<file path="config.mk">
export PLATFORM = sky130hd
export DESIGN_NAME = cfdfp_core
export DESIGN_NICKNAME = d
export VERILOG_FILES = /design/src/core/cfdfp_pkg.sv /design/src/core/cfdfp_core.sv
export SDC_FILE = /design/constraint.sdc
export NUM_CORES = 2
export LEC_CHECK = 0
export ABC_AREA = 1
export BUFFER_PORTS_ARGS = -buffer_cell sky130_fd_sc_hd__buf_4
export CORE_MARGIN = 10
export CORE_UTILIZATION = 61
export DETAILED_ROUTE_END_ITERATION = 10
export PLACE_DENSITY = 0.9
export SETUP_SLACK_MARGIN = 0.3
export SLEW_MARGIN = 20
export SYNTH_ARGS = -nofsm -noshare
export SYNTH_HDL_FRONTEND = slang
export SYNTH_SLANG_ARGS = --single-unit
</file>
<file path="constraint.sdc">
create_clock -name mclk -period 8.5 [get_ports mclk]
set_input_delay 0.85 -clock mclk [delete_from_list [all_inputs] [get_ports mclk]]
set_output_delay 0.85 -clock mclk [all_outputs]
set_load 0.02 [all_outputs]
</file>
<file path="src/core/cfdfp_pkg.sv">
// Package for the CAN FD FIFO status and slot address block
package cfdfp_pkg;

  // ----------------------------------------------------------------------
  // Register offsets (byte addresses)
  // ----------------------------------------------------------------------
  localparam logic [7:0] CFDFP_OFS_EVT_STATUS  = 8'h00;
  localparam logic [7:0] CFDFP_OFS_EVT_CTRL    = 8'h04;
  localparam logic [7:0] CFDFP_OFS_EVT_ADDR    = 8'h08;
  localparam logic [7:0] CFDFP_OFS_TXQ_CTRL    = 8'h0C;
  localparam logic [7:0] CFDFP_OFS_TXQ_ADDR    = 8'h10;
  localparam logic [7:0] CFDFP_OFS_MODE        = 8'h14;
  localparam logic [7:0] CFDFP_OFS_IRQ_STATUS  = 8'h18;
  localparam logic [7:0] CFDFP_OFS_IRQ_MASK    = 8'h1C;
  localparam logic [7:0] CFDFP_OFS_FIFO_CTRL   = 8'h40; // + 4*m, m = 1..15
  localparam logic [7:0] CFDFP_OFS_FIFO_ADDR   = 8'h80; // + 4*m, m = 1..15

  // ----------------------------------------------------------------------
  // Field positions
  // ----------------------------------------------------------------------
  localparam int CFDFP_BIT_NONEMPTY = 0;
  localparam int CFDFP_BIT_HALF     = 1;
  localparam int CFDFP_BIT_FULL     = 2;
  localparam int CFDFP_BIT_OVERFLOW = 3;
  localparam int CFDFP_BIT_TAIL_ADV = 8;   // control: tail advance request
  localparam int CFDFP_BIT_RESET    = 10;  // control: queue reset request
  localparam int CFDFP_BIT_HEAD_ADV = 9;   // control: head advance (tx queue only; fifos use bit 8)
  localparam int CFDFP_BIT_TXDIR    = 7;   // fifo control: transmit direction select
  localparam int CFDFP_SIZE_LSB     = 24;  // control: size field [28:24]
  localparam int CFDFP_MODE_W       = 3;

  localparam logic [2:0]  CFDFP_MODE_CONFIG = 3'h4;  // binary 100
  localparam logic [2:0]  CFDFP_MODE_RESET  = 3'h4;  // mode after module reset
  localparam logic [4:0]  CFDFP_SIZE_RESET  = 5'h00;
  localparam logic [31:0] CFDFP_READ_ZERO   = 32'h0000_0000;

  // Irq status bits: nonempty, half, full, overflow of the event fifo
  localparam int CFDFP_IRQ_W = 4;

  // ----------------------------------------------------------------------
  // Bus carrier
  // ----------------------------------------------------------------------
  typedef struct packed {
    logic [7:0]  addr;
    logic [31:0] wdata;
    logic        wr;
    logic        rd;
  } cfdfp_bus_t;

  // One-fifo pointer pair and fill count
  typedef struct packed {
    logic [4:0] head;
    logic [4:0] tail;
    logic [5:0] count;
  } cfdfp_ptr_t;

endpackage

</file>
<file path="src/core/cfdfp_core.sv">
// CAN FD FIFO status flags and slot address registers
//
// The address-and-strobe port and the address map are this design's own decisions.
`timescale 1ns/1ns
module cfdfp_core
  import cfdfp_pkg::*;
#(
  parameter int NFIFO     = 15,
  parameter int SLOT_W    = 12,                  // not used; the slot index step is MSG_BYTES
  parameter logic [31:0] MSG_BYTES = 32'h0000_0048 // bytes per message slot
) (
  input  wire logic        mclk,
  input  wire logic        rst_n,
  input  wire logic [7:0]  addr,
  input  wire logic [31:0] wdata,
  input  wire logic        wr,
  input  wire logic        rd,
  output logic      [31:0] rdata,
  input  wire logic        event_push,          // protocol engine stores one event
  input  wire logic        txq_pop,             // engine sent the queue tail message
  input  wire logic [NFIFO:1] fifo_push,        // engine fills a receive fifo
  input  wire logic [NFIFO:1] fifo_pop,         // engine drains a transmit fifo
  input  wire logic [31:0] event_base,          // message memory base of the event fifo
  input  wire logic [31:0] txq_base,
  input  wire logic [NFIFO:0][31:0] fifo_base,  // entry 0 unused
  output logic             config_mode,
  output logic             irq
);

  // ----------------------------------------------------------------------
  // Bus decode
  // ----------------------------------------------------------------------
  cfdfp_bus_t bus;
  assign bus = '{addr: addr, wdata: wdata, wr: wr, rd: rd};

  logic [2:0] mode_q;
  assign config_mode = (mode_q == CFDFP_MODE_CONFIG);

  // Mode register; no other transition logic lives here
  always_ff @(posedge mclk) begin
    if (!rst_n) begin
      mode_q <= CFDFP_MODE_RESET;
    end else if (bus.wr && bus.addr == CFDFP_OFS_MODE) begin
      mode_q <= bus.wdata[CFDFP_MODE_W-1:0];
    end
  end

  // ----------------------------------------------------------------------
  // Event fifo
  // ----------------------------------------------------------------------
  cfdfp_ptr_t evt_q;
  logic [4:0] evt_size_q;
  logic       evt_rst_q;      // self-clearing reset request
  logic       evt_ovf_q;
  logic [5:0] evt_depth;
  logic       evt_full, evt_half, evt_nonempty, evt_adv;
  logic       evt_ctrl_wr;

  assign evt_ctrl_wr  = bus.wr && bus.addr == CFDFP_OFS_EVT_CTRL;
  assign evt_depth    = {1'b0, evt_size_q} + 6'd1;
  // Flags are pure decodes of the count and depth, so they track every change
  assign evt_full     = (evt_q.count == evt_depth);
  assign evt_half     = ({evt_q.count, 1'b0} >= {1'b0, evt_depth});
  assign evt_nonempty = (evt_q.count != 6'd0);
  assign evt_adv      = evt_ctrl_wr && bus.wdata[CFDFP_BIT_TAIL_ADV] && evt_nonempty;

  // Size only changes in configuration mode, as the depth steers wrap
  always_ff @(posedge mclk) begin
    if (!rst_n) begin
      evt_size_q <= CFDFP_SIZE_RESET;
    end else if (evt_ctrl_wr && config_mode) begin
      evt_size_q <= bus.wdata[CFDFP_SIZE_LSB +: 5];
    end
  end

  // Reset request is held one cycle, performed, then dropped
  always_ff @(posedge mclk) begin
    if (!rst_n) begin
      evt_rst_q <= 1'b0;
    end else if (evt_rst_q) begin
      evt_rst_q <= 1'b0;
    end else if (evt_ctrl_wr && bus.wdata[CFDFP_BIT_RESET]) begin
      evt_rst_q <= 1'b1;
    end
  end

  // Head, tail and count; a push into a full fifo is dropped
  always_ff @(posedge mclk) begin
    if (!rst_n || evt_rst_q) begin
      evt_q <= '0;
    end else begin
      if (event_push && !evt_full) begin
        evt_q.head <= (evt_q.head == evt_size_q) ? 5'd0 : evt_q.head + 5'd1;
      end
      if (evt_adv) begin
        evt_q.tail <= (evt_q.tail == evt_size_q) ? 5'd0 : evt_q.tail + 5'd1;
      end
      evt_q.count <= evt_q.count + {5'd0, event_push && !evt_full} - {5'd0, evt_adv};
    end
  end

  // Overflow: hardware set beats a software clear in the same cycle
  always_ff @(posedge mclk) begin
    if (!rst_n || evt_rst_q) begin
      evt_ovf_q <= 1'b0;
    end else if (event_push && evt_full) begin
      evt_ovf_q <= 1'b1;
    end else if (bus.wr && bus.addr == CFDFP_OFS_EVT_STATUS
                 && !bus.wdata[CFDFP_BIT_OVERFLOW]) begin
      evt_ovf_q <= 1'b0;
    end
  end

  // ----------------------------------------------------------------------
  // Transmit queue: software fills head, engine drains tail
  // ----------------------------------------------------------------------
  cfdfp_ptr_t txq_q;
  logic [4:0] txq_size_q;
  logic       txq_rst_q, txq_ctrl_wr, txq_full, txq_in, txq_out;

  assign txq_ctrl_wr = bus.wr && bus.addr == CFDFP_OFS_TXQ_CTRL;
  assign txq_full    = (txq_q.count == {1'b0, txq_size_q} + 6'd1);
  assign txq_in      = txq_ctrl_wr && bus.wdata[CFDFP_BIT_HEAD_ADV] && !txq_full;
  assign txq_out     = txq_pop && (txq_q.count != 6'd0);

  // Queue size register and self-clearing reset
  always_ff @(posedge mclk) begin
    if (!rst_n) begin
      txq_size_q <= CFDFP_SIZE_RESET;
      txq_rst_q  <= 1'b0;
    end else begin
      if (txq_ctrl_wr && config_mode) begin
        txq_size_q <= bus.wdata[CFDFP_SIZE_LSB +: 5];
      end
      txq_rst_q <= !txq_rst_q && txq_ctrl_wr && bus.wdata[CFDFP_BIT_RESET];
    end
  end

  // Queue pointers
  always_ff @(posedge mclk) begin
    if (!rst_n || txq_rst_q) begin
      txq_q <= '0;
    end else begin
      if (txq_in) begin
        txq_q.head <= (txq_q.head == txq_size_q) ? 5'd0 : txq_q.head + 5'd1;
      end
      if (txq_out) begin
        txq_q.tail <= (txq_q.tail == txq_size_q) ? 5'd0 : txq_q.tail + 5'd1;
      end
      txq_q.count <= txq_q.count + {5'd0, txq_in} - {5'd0, txq_out};
    end
  end

  // ----------------------------------------------------------------------
  // General fifos 1..NFIFO, one generate loop
  // ----------------------------------------------------------------------
  logic [NFIFO:0][31:0] fifo_addr;
  logic [NFIFO:0]       fifo_txdir;

  assign fifo_addr[0]  = CFDFP_READ_ZERO;
  assign fifo_txdir[0] = 1'b0;

  for (genvar m = 1; m <= NFIFO; m++) begin : g_fifo
    cfdfp_ptr_t p_q;
    logic [4:0] size_q;
    logic       dir_q, rst_q, cwr, full, push, pop, sw;
    logic [4:0] slot;

    assign cwr  = bus.wr && bus.addr == CFDFP_OFS_FIFO_CTRL + 8'(4 * m);
    assign full = (p_q.count == {1'b0, size_q} + 6'd1);
    // Software advances the head of a tx fifo, the tail of an rx fifo
    assign sw   = cwr && bus.wdata[CFDFP_BIT_TAIL_ADV];
    assign push = dir_q ? (sw && !full) : (fifo_push[m] && !full);
    assign pop  = (dir_q ? fifo_pop[m] : sw) && (p_q.count != 6'd0);

    // Direction and size are configuration-only fields
    always_ff @(posedge mclk) begin
      if (!rst_n) begin
        size_q <= CFDFP_SIZE_RESET;
        dir_q  <= 1'b0;
        rst_q  <= 1'b0;
      end else begin
        if (cwr && config_mode) begin
          size_q <= bus.wdata[CFDFP_SIZE_LSB +: 5];
          dir_q  <= bus.wdata[CFDFP_BIT_TXDIR];
        end
        rst_q <= !rst_q && cwr && bus.wdata[CFDFP_BIT_RESET];
      end
    end

    // Pointers
    always_ff @(posedge mclk) begin
      if (!rst_n || rst_q) begin
        p_q <= '0;
      end else begin
        if (push) begin
          p_q.head <= (p_q.head == size_q) ? 5'd0 : p_q.head + 5'd1;
        end
        if (pop) begin
          p_q.tail <= (p_q.tail == size_q) ? 5'd0 : p_q.tail + 5'd1;
        end
        p_q.count <= p_q.count + {5'd0, push} - {5'd0, pop};
      end
    end

    assign slot          = dir_q ? p_q.head : p_q.tail;
    assign fifo_addr[m]  = fifo_base[m] + MSG_BYTES * {27'd0, slot};
    assign fifo_txdir[m] = dir_q;
  end

  // ----------------------------------------------------------------------
  // Interrupt status and mask
  // ----------------------------------------------------------------------
  logic [CFDFP_IRQ_W-1:0] irq_stat_q, irq_mask_q, irq_ev;
  logic                   stat_rd;

  assign irq_ev  = {event_push && evt_full, evt_full, evt_half, evt_nonempty};
  assign stat_rd = bus.rd && bus.addr == CFDFP_OFS_IRQ_STATUS;

  // Sticky bits clear on read, but a new event in that cycle stays set
  always_ff @(posedge mclk) begin
    if (!rst_n) begin
      irq_stat_q <= '0;
      irq_mask_q <= '0;
    end else begin
      irq_stat_q <= (stat_rd ? '0 : irq_stat_q) | irq_ev;
      if (bus.wr && bus.addr == CFDFP_OFS_IRQ_MASK) begin
        irq_mask_q <= bus.wdata[CFDFP_IRQ_W-1:0];
      end
    end
  end

  assign irq = |(irq_stat_q & irq_mask_q);

  // ----------------------------------------------------------------------
  // Read mux, data one cycle after the strobe
  // ----------------------------------------------------------------------
  logic [31:0] rdata_d, evt_addr, txq_addr;
  logic [3:0]  fidx;

  assign evt_addr = event_base + MSG_BYTES * {27'd0, evt_q.tail};
  assign txq_addr = txq_base + MSG_BYTES * {27'd0, txq_q.head};
  assign fidx     = bus.addr[5:2];

  // Unmapped addresses read zero; address registers have no write path
  always_comb begin
    rdata_d = CFDFP_READ_ZERO;
    if (bus.addr == CFDFP_OFS_EVT_STATUS) begin
      rdata_d[CFDFP_BIT_OVERFLOW:0] = {evt_ovf_q, evt_full, evt_half, evt_nonempty};
    end else if (bus.addr == CFDFP_OFS_EVT_CTRL) begin
      rdata_d[CFDFP_SIZE_LSB +: 5]  = evt_size_q;
      rdata_d[CFDFP_BIT_RESET]      = evt_rst_q;
    end else if (bus.addr == CFDFP_OFS_EVT_ADDR) begin
      rdata_d = evt_addr;
    end else if (bus.addr == CFDFP_OFS_TXQ_CTRL) begin
      rdata_d[CFDFP_SIZE_LSB +: 5]  = txq_size_q;
      rdata_d[CFDFP_BIT_RESET]      = txq_rst_q;
    end else if (bus.addr == CFDFP_OFS_TXQ_ADDR) begin
      rdata_d = txq_addr;
    end else if (bus.addr == CFDFP_OFS_MODE) begin
      rdata_d[CFDFP_MODE_W-1:0]     = mode_q;
    end else if (bus.addr == CFDFP_OFS_IRQ_STATUS) begin
      rdata_d[CFDFP_IRQ_W-1:0]      = irq_stat_q;
    end else if (bus.addr == CFDFP_OFS_IRQ_MASK) begin
      rdata_d[CFDFP_IRQ_W-1:0]      = irq_mask_q;
    end else if (bus.addr[7:6] == CFDFP_OFS_FIFO_ADDR[7:6] && fidx != 4'd0) begin
      rdata_d = fifo_addr[fidx];
    end else if (bus.addr[7:6] == CFDFP_OFS_FIFO_CTRL[7:6] && fidx != 4'd0) begin
      rdata_d[CFDFP_BIT_TXDIR]      = fifo_txdir[fidx];
    end
  end

  logic [31:0] rdata_q;

  // Read data register
  always_ff @(posedge mclk) begin
    if (!rst_n) begin
      rdata_q <= CFDFP_READ_ZERO;
    end else if (bus.rd) begin
      rdata_q <= rdata_d;
    end else begin
      rdata_q <= CFDFP_READ_ZERO;
    end
  end

  assign rdata = rdata_q;

  // ----------------------------------------------------------------------
  // Checks
  // ----------------------------------------------------------------------
  a_ovf_on_full: assert property (@(posedge mclk) disable iff (!rst_n)
    event_push && evt_full && !evt_rst_q |=> evt_ovf_q)
    else $error("overflow flag not set on push into full fifo");

  a_ovf_cleared: assert property (@(posedge mclk) disable iff (!rst_n)
    evt_rst_q |=> !evt_ovf_q && evt_q.count == 6'd0)
    else $error("fifo reset left overflow or count");

  // Filling the last free slot must raise full on the next cycle
  a_full_count: assert property (@(posedge mclk) disable iff (!rst_n)
    event_push && !evt_ctrl_wr && !evt_rst_q && evt_q.count + 6'd1 == evt_depth |=> evt_full)
    else $error("full flag not raised on last free slot");

  a_half_level: assert property (@(posedge mclk) disable iff (!rst_n)
    evt_half == (2 * evt_q.count >= evt_depth))
    else $error("half flag disagrees with count");

  a_status_read: assert property (@(posedge mclk) disable iff (!rst_n)
    bus.rd && bus.addr == CFDFP_OFS_EVT_STATUS |=>
      rdata[0] == $past(evt_nonempty) && rdata[31:4] == 28'd0)
    else $error("status read wrong");

  a_tail_step: assert property (@(posedge mclk) disable iff (!rst_n)
    evt_adv && !evt_rst_q |=> evt_q.tail != $past(evt_q.tail) || $past(evt_size_q) == 5'd0)
    else $error("tail did not advance");

  a_rst_clears: assert property (@(posedge mclk) disable iff (!rst_n)
    evt_rst_q |=> !evt_rst_q)
    else $error("reset request did not self clear");

  a_count_bound: assert property (@(posedge mclk) disable iff (!rst_n)
    evt_q.count <= evt_depth)
    else $error("event count above depth");

  // Overflow stays up until software or a fifo reset clears it
  a_ovf_sticky: assert property (@(posedge mclk) disable iff (!rst_n)
    evt_ovf_q && !evt_rst_q && !(bus.wr && bus.addr == CFDFP_OFS_EVT_STATUS) |=> evt_ovf_q)
    else $error("overflow flag dropped without a clear");

  // Only a push into a full fifo may raise overflow
  a_ovf_hw_only: assert property (@(posedge mclk) disable iff (!rst_n)
    !evt_ovf_q && !(event_push && evt_full) |=> !evt_ovf_q)
    else $error("overflow flag set without an overflow");

  // Any accepted push, and any dropped push but one at depth 1 with a tail advance, leaves the fifo non-empty
  a_nonempty_push: assert property (@(posedge mclk) disable iff (!rst_n)
    event_push && !evt_rst_q |=> evt_nonempty)
    else $error("not-empty flag low after a push");

  // A tail advance with no push in the same cycle frees one slot
  a_count_step: assert property (@(posedge mclk) disable iff (!rst_n)
    evt_adv && !event_push && !evt_rst_q |=> evt_q.count == $past(evt_q.count) - 6'd1)
    else $error("tail advance did not free one slot");

  // Read data stand only in the cycle after a read strobe
  a_rdata_idle: assert property (@(posedge mclk) disable iff (!rst_n)
    !bus.rd |=> rdata == CFDFP_READ_ZERO)
    else $error("read data not zero outside a read");

  // Depth is frozen outside configuration mode
  a_size_locked: assert property (@(posedge mclk) disable iff (!rst_n)
    evt_ctrl_wr && !config_mode |=> evt_size_q == $past(evt_size_q))
    else $error("event fifo size changed outside configuration");

  // A queue reset restarts the transmit queue empty
  a_txq_reset: assert property (@(posedge mclk) disable iff (!rst_n)
    txq_rst_q |=> txq_q.head == 5'd0 && txq_q.count == 6'd0)
    else $error("queue reset left head or count");

  // Writes to an address register never move its pointer
  a_addr_ro: assert property (@(posedge mclk) disable iff (!rst_n)
    bus.wr && bus.addr == CFDFP_OFS_EVT_ADDR && !evt_rst_q |=> evt_q.tail == $past(evt_q.tail))
    else $error("address register write moved the tail");

endmodule

</file>
Word level (Yosys, flattened, before mapping)
Index checks and enable logic that the tools add are counted.
Widths: inputs -> output; s select.

cells by class
  multiplexer cells = 110
  shift-type cells = 0
  eq/ne operators = 74
  bitwise operators = 4
  $add $sub $neg = 100
  div/mod/pow operators = 0
  reduce and logical (&&, ||, !) cells = 218
  $lt $le $gt $ge = 2
  multipliers = 17

operators by type and width
  kind                 count
  $add 32x12->32       17
  $mux 5               49
  $add 5x1->5 const B  32
  $eq 5x5->1           32
  $mul 4x5->9 const A  17
  $logic_and 1x1->1    141
  $bmux 32 s4          1
  $eq 8x7->1 const B   15
  $add 5x1->6 const B  17
  $add 6x1->6          17
  $eq 6x6->1           17
  $reduce_bool 6->1    17
  $sub 6x1->6          17
  $mux 32              3
  $mux 28              2
  $mux 1               38
  $logic_not 1->1      35
  $eq 8x5->1 const B   4
  $mux 29              1
  $mux 4               7
  $mux 24              1
  $mux 7               3
  $logic_or 1x1->1     17
  $eq 8x4->1 const B   2
  20 further kinds     23

word-level totals
  bits in registers = 423
  ROM bits = 0
  RAM bits = 0
  bits in latches = 0
  memories kept = 0

Logic depth before layout (Yosys ltp)
  depth in word-level cells = 18
  gate-level depth with buffers = 29
  gate-level depth less buffers = 29

Worst setup path before layout
No wires, ideal clock.

  kind = reg-to-reg
  from = register g_fifo[3].dir_q
  to = register rdata_q[29], in the netlist rdata[29]
  setup slack = 4.654 ns
  required time = 8.430 ns
  period minus slack after synthesis = 3.846 ns
  data arrival time = 3.776 ns
  cell stages (with the launch flop) = 26
  path through = dfxtp_1 clkbuf_1 inv_1 o21ai_0 ha_1 ha_1 fa_1 xnor2_1 inv_1 ha_1 nand2_1 nor2_1 nand2_1 nand2_1 nand2_1 nand2_1 nand2_1 nand2_1 nand2_1 nand2_1 nand3_1 nand2_1 nand3_1 o21ai_0 nand2_1 a21oi_1

between the ends
  cells in the longest elaborated chain, start to end = 12

ends and longest elaborated chain
  what                           RTL line           text
  from (decl)                    cfdfp_core.sv:166  logic dir_q, rst_q, cwr, full, push, pop, sw;
  from (signal assigned)         cfdfp_core.sv:185  dir_q <= bus.wdata[CFDFP_BIT_TXDIR];
  $mux 5                         cfdfp_core.sv:206  assign slot = dir_q ? p_q.head : p_q.tail;
  $mul 4x5->9                    cfdfp_core.sv:207  assign fifo_addr[m] = fifo_base[m] + MSG_BYTES * {27'd0, slot};
  $add 32x12->32                 cfdfp_core.sv:207
  $bmux 32 s4                    cfdfp_core.sv:267  rdata_d = fifo_addr[fidx];
  $mux 32 (not written as such)  cfdfp_core.sv:267
  $mux 24                        cfdfp_core.sv:266  end else if (bus.addr[7:6] == CFDFP_OFS_FIFO_ADDR[7:6] && fidx != 4'd0) begin
  $mux 28                        cfdfp_core.sv:264  end else if (bus.addr == CFDFP_OFS_IRQ_MASK) begin
  $mux 28                        cfdfp_core.sv:262  end else if (bus.addr == CFDFP_OFS_IRQ_STATUS) begin
  $mux 29                        cfdfp_core.sv:260  end else if (bus.addr == CFDFP_OFS_MODE) begin
  $mux 32                        cfdfp_core.sv:258  end else if (bus.addr == CFDFP_OFS_TXQ_ADDR) begin
  $mux 3                         cfdfp_core.sv:255  end else if (bus.addr == CFDFP_OFS_TXQ_CTRL) begin
  $mux 32                        cfdfp_core.sv:253  end else if (bus.addr == CFDFP_OFS_EVT_ADDR) begin
  to (signal assigned)           cfdfp_core.sv:280  rdata_q <= rdata_d;
  to (decl)                      cfdfp_core.sv:273  logic [31:0] rdata_q;

No other way between the ends. The select of a mux whose other input is x is not followed.
A chain may end at the register's enable or synchronous reset.

Worst setup path in the final report
Same ends and word-level chain as after synthesis.

==> metrics.cfg <==
[run_status]
status = completed

[synthesis]
synth-edff-count = 0
syn_area_per_cell_sq_um = 5.93
yosysTopAreaCellShare = 0.169
syn_area_sq_um = 50200
ys_seq_elements = 423
synth_fp_nets = 9606
ys.warnings.count = 0
synth-async-reset-ratio = 0
netlist_instances = 8477
ys_types = 59
ys.flop_type = dfxtp_1
seq_area_frac_synth = 0.169
yosysTopAreaCell = dfxtp_1
synth_area_leaders = dfxtp_1, nand2_1, ha_1

[cells_and_area]
fin_util = 0.703
stdcell_area_sq_um = 57500
drive_gt1_frac = 0.0966
fin_nets = 10100
syn_to_final_growth_pct = 14.5

[clocking]
cts_made_buffers = 45
cts_max_level = 2
cts_tree = built
cts_setup_buffers = 0
root_buffer = clkbuf_16
clk_pin_slew_ns = 0.07
cts.sinks = 423
cts_resized = 0
ctsLongestPathBuffers = 3
ctsHoldBuffers = 0
worstSkewPairLatency_ns = 0.61

[drt]
wl_per_cell_um = 22.2
drc = 0
drt.antenna.violating_nets = 0
first_pass_iters = 9
totalWireLength_um = 226000
vias_per_cell = 6.15
drtIter0Drc = 8768
dr_total_vias = 62400

[pwr]
p_leak_nw = 28.8
peakVddDrop_mv = 0.216
power_density_nw_per_um2 = 129

[floorplan]
io_pins = 686
fp.dieH_um = 307
die_area_sq_um = 94200
start_util = 0.614
core_area_sq_um = 81800
die_w_um = 307
rows = 105

[grt]
grt_pass1_wl_um = 334000
gr-total-overflow = 0
grt.met2_usage = 0.679
gr-usage-met3 = 0.147
grt_max_degree = 108
track_usage = 0.452
antenna_found_initial = 58
grt.busiest_layer = met2
grt_pass1_vias = 57500
grt_use_met1 = 0.544

[worst_setup_path]
cpMostUsedCell = nand2_1
cp-start-kind = flop
cp_data_arrival_time_ns = 6.38
cp-end-kind = flop
critical_path_class = flop to flop
worstPathMaxFanout = 9
cp.required_ns = 9.03
crit_slowest_cell = o21ai_0
slowest_delay_ns = 0.92
crit_chain = inv_1, o21ai_0, ha_1, ha_1, fa_1, xnor2_1, inv_1, ha_1, nand2_1, nor2_1, nand2_1, nand2_1, nand2_1, nand2_1, nand2_1, nand2_1, nand2_1, nand2_1, nand3_1, nand2_1, nand3_1, o21ai_0, nand2_1, a21oi_1

[placed_design]
dpl.hpwl_um = 181000
postPlaceCellArea_sq_um = 55800
io_buffers = 634
gp_congestion = 1.08

[timing]
rsz0062_at_grt = false
finalHoldViolCount = 0
finalSetupTns_ns = 0
fmax_mhz = 171
period_needed_ns = 5.85
slew_violations = 0
setup_viol = 0
fin_crit_sh = 0.688
skew_ns = 0.0404
tightest_slew_ns = 1.25
maxSlewHeadroom = 0.157

[hold_path]
hold_class = flop to flop

[job]
cap_violations = 0

-- stage by stage --
stage	power [mW]	instances	hold slack [ns]	setup slack, ns
2_1_floorplan	4.20	8477	0.444	4.65
3_3_place_gp	5.00	10000	0.462	3.10
3_5_place_dp	5.16	10000	0.465	2.97
4_1_cts	7.30	10100	0.474	2.82
5_1_grt	7.79	10100	0.497	2.41
6_report	7.43	10200	0.476	2.65
-- critical path, delay by kind of cell (launching register included) --
kind                     cells  cell delay (ns)
AO/OA/AOI/OAI                3             1.79
XOR/XNOR                     1             0.17
adder cells (fa/ha/maj)      4             1.42
buffers and inverters        2             0.28
flip-flops                   1             0.47
AND/OR/NAND/NOR             14             1.65
-- layout by cell type (no fill, tap or decap), types with 11 or more instances in the layout --
cell | Yosys | layout
nor3_1 | 246 | 246
clkbuf_8 | 0 | 11
o22ai_1 | 23 | 23
nor4_1 | 13 | 13
a21oi_1 | 447 | 447
or2_2 | 31 | 31
nand3b_1 | 84 | 84
xor2_1 | 175 | 175
a22oi_1 | 18 | 18
and2_1 | 11 | 11
buf_4 | 2 | 653
a31oi_1 | 26 | 26
diode_2 | 0 | 42
nor2_1 | 930 | 930
o21ai_1 | 39 | 42
ha_1 | 426 | 426
and3_1 | 16 | 16
nand2_1 | 2041 | 2041
nor3b_1 | 55 | 55
nor3_2 | 30 | 30
nand2_2 | 14 | 14
inv_2 | 24 | 25
nor2_2 | 12 | 12
o21ai_0 | 498 | 495
nand4_1 | 196 | 196
dfxtp_1 | 423 | 423
nand3_1 | 940 | 940
fa_1 | 51 | 51
inv_1 | 1195 | 1193
a211oi_1 | 17 | 17
xnor2_1 | 227 | 227
clkbuf_16 | 0 | 46
-- flip-flops by register name (all words and copies together), names as in the netlist, 5 cells and up --
register       count
g_fifo.size_q     75
evt_q             11
txq_size_q         5
evt_size_q         5
txq_q             11
rdata             32
g_fifo.p_q       240
g_fifo.dir_q      15
g_fifo.rst_q      15
-- path summary, 6_finish.rpt --
check         endpoint  cells past startpoint             from  slack, ns
min          evt_ovf_q                      2        evt_ovf_q       0.48
max          rdata[29]                     24  g_fifo[3].dir_q       2.65
min reg2reg  evt_ovf_q                      2        evt_ovf_q       0.48
max reg2reg  rdata[29]                     24  g_fifo[3].dir_q       2.65
-- cells by family after synthesis --
| logic type | synth area share |
|---|---|
| AO/OA/AOI/OAI | 0.121 |
| XOR/XNOR | 0.0701 |
| adder cells (fa/ha/maj) | 0.126 |
| buffers and inverters | 0.104 |
| flip-flops | 0.169 |
| AND/OR/NAND/NOR | 0.409 |
-- power by group --
part	switching (mW)	total, mW	leakage [nW]	internal [mW]
registers	0.189	2.38	3.44	2.19
logic	1.82	2.91	24.6	1.08
clock network	0.926	2.14	0.778	1.22
total	2.94	7.43	28.8	4.49
-- synth_stat cells, types with 31 or more instances --
master,count
nand2_1,2041
nor3b_1,55
nand4_1,196
nor3_1,246
fa_1,51
clkbuf_1,122
xnor2_1,227
or2_2,31
o21ai_1,39
inv_1,1195
ha_1,426
a21oi_1,447
nor2_1,930
dfxtp_1,423
o21ai_0,498
nand3b_1,84
nand3_1,940
xor2_1,175
-- layer usage --
metal	part of all wire	wire length, um
met5	0.0012	268
met4	0.080	18100
met3	0.15	32900
met1	0.36	80900
met2	0.42	93800
-- final cells by class --
class	count	area [sq um]
flip-flops and latches	423	8470
clock buffers	59	1310
fillers	7055	24300
multi-input cells	6665	36500
diodes	42	105
clock inverters	21	273
well taps	1070	1340
inverters	1222	4590
repair buffers	654	4910
(Power assumes the default switching activity.)
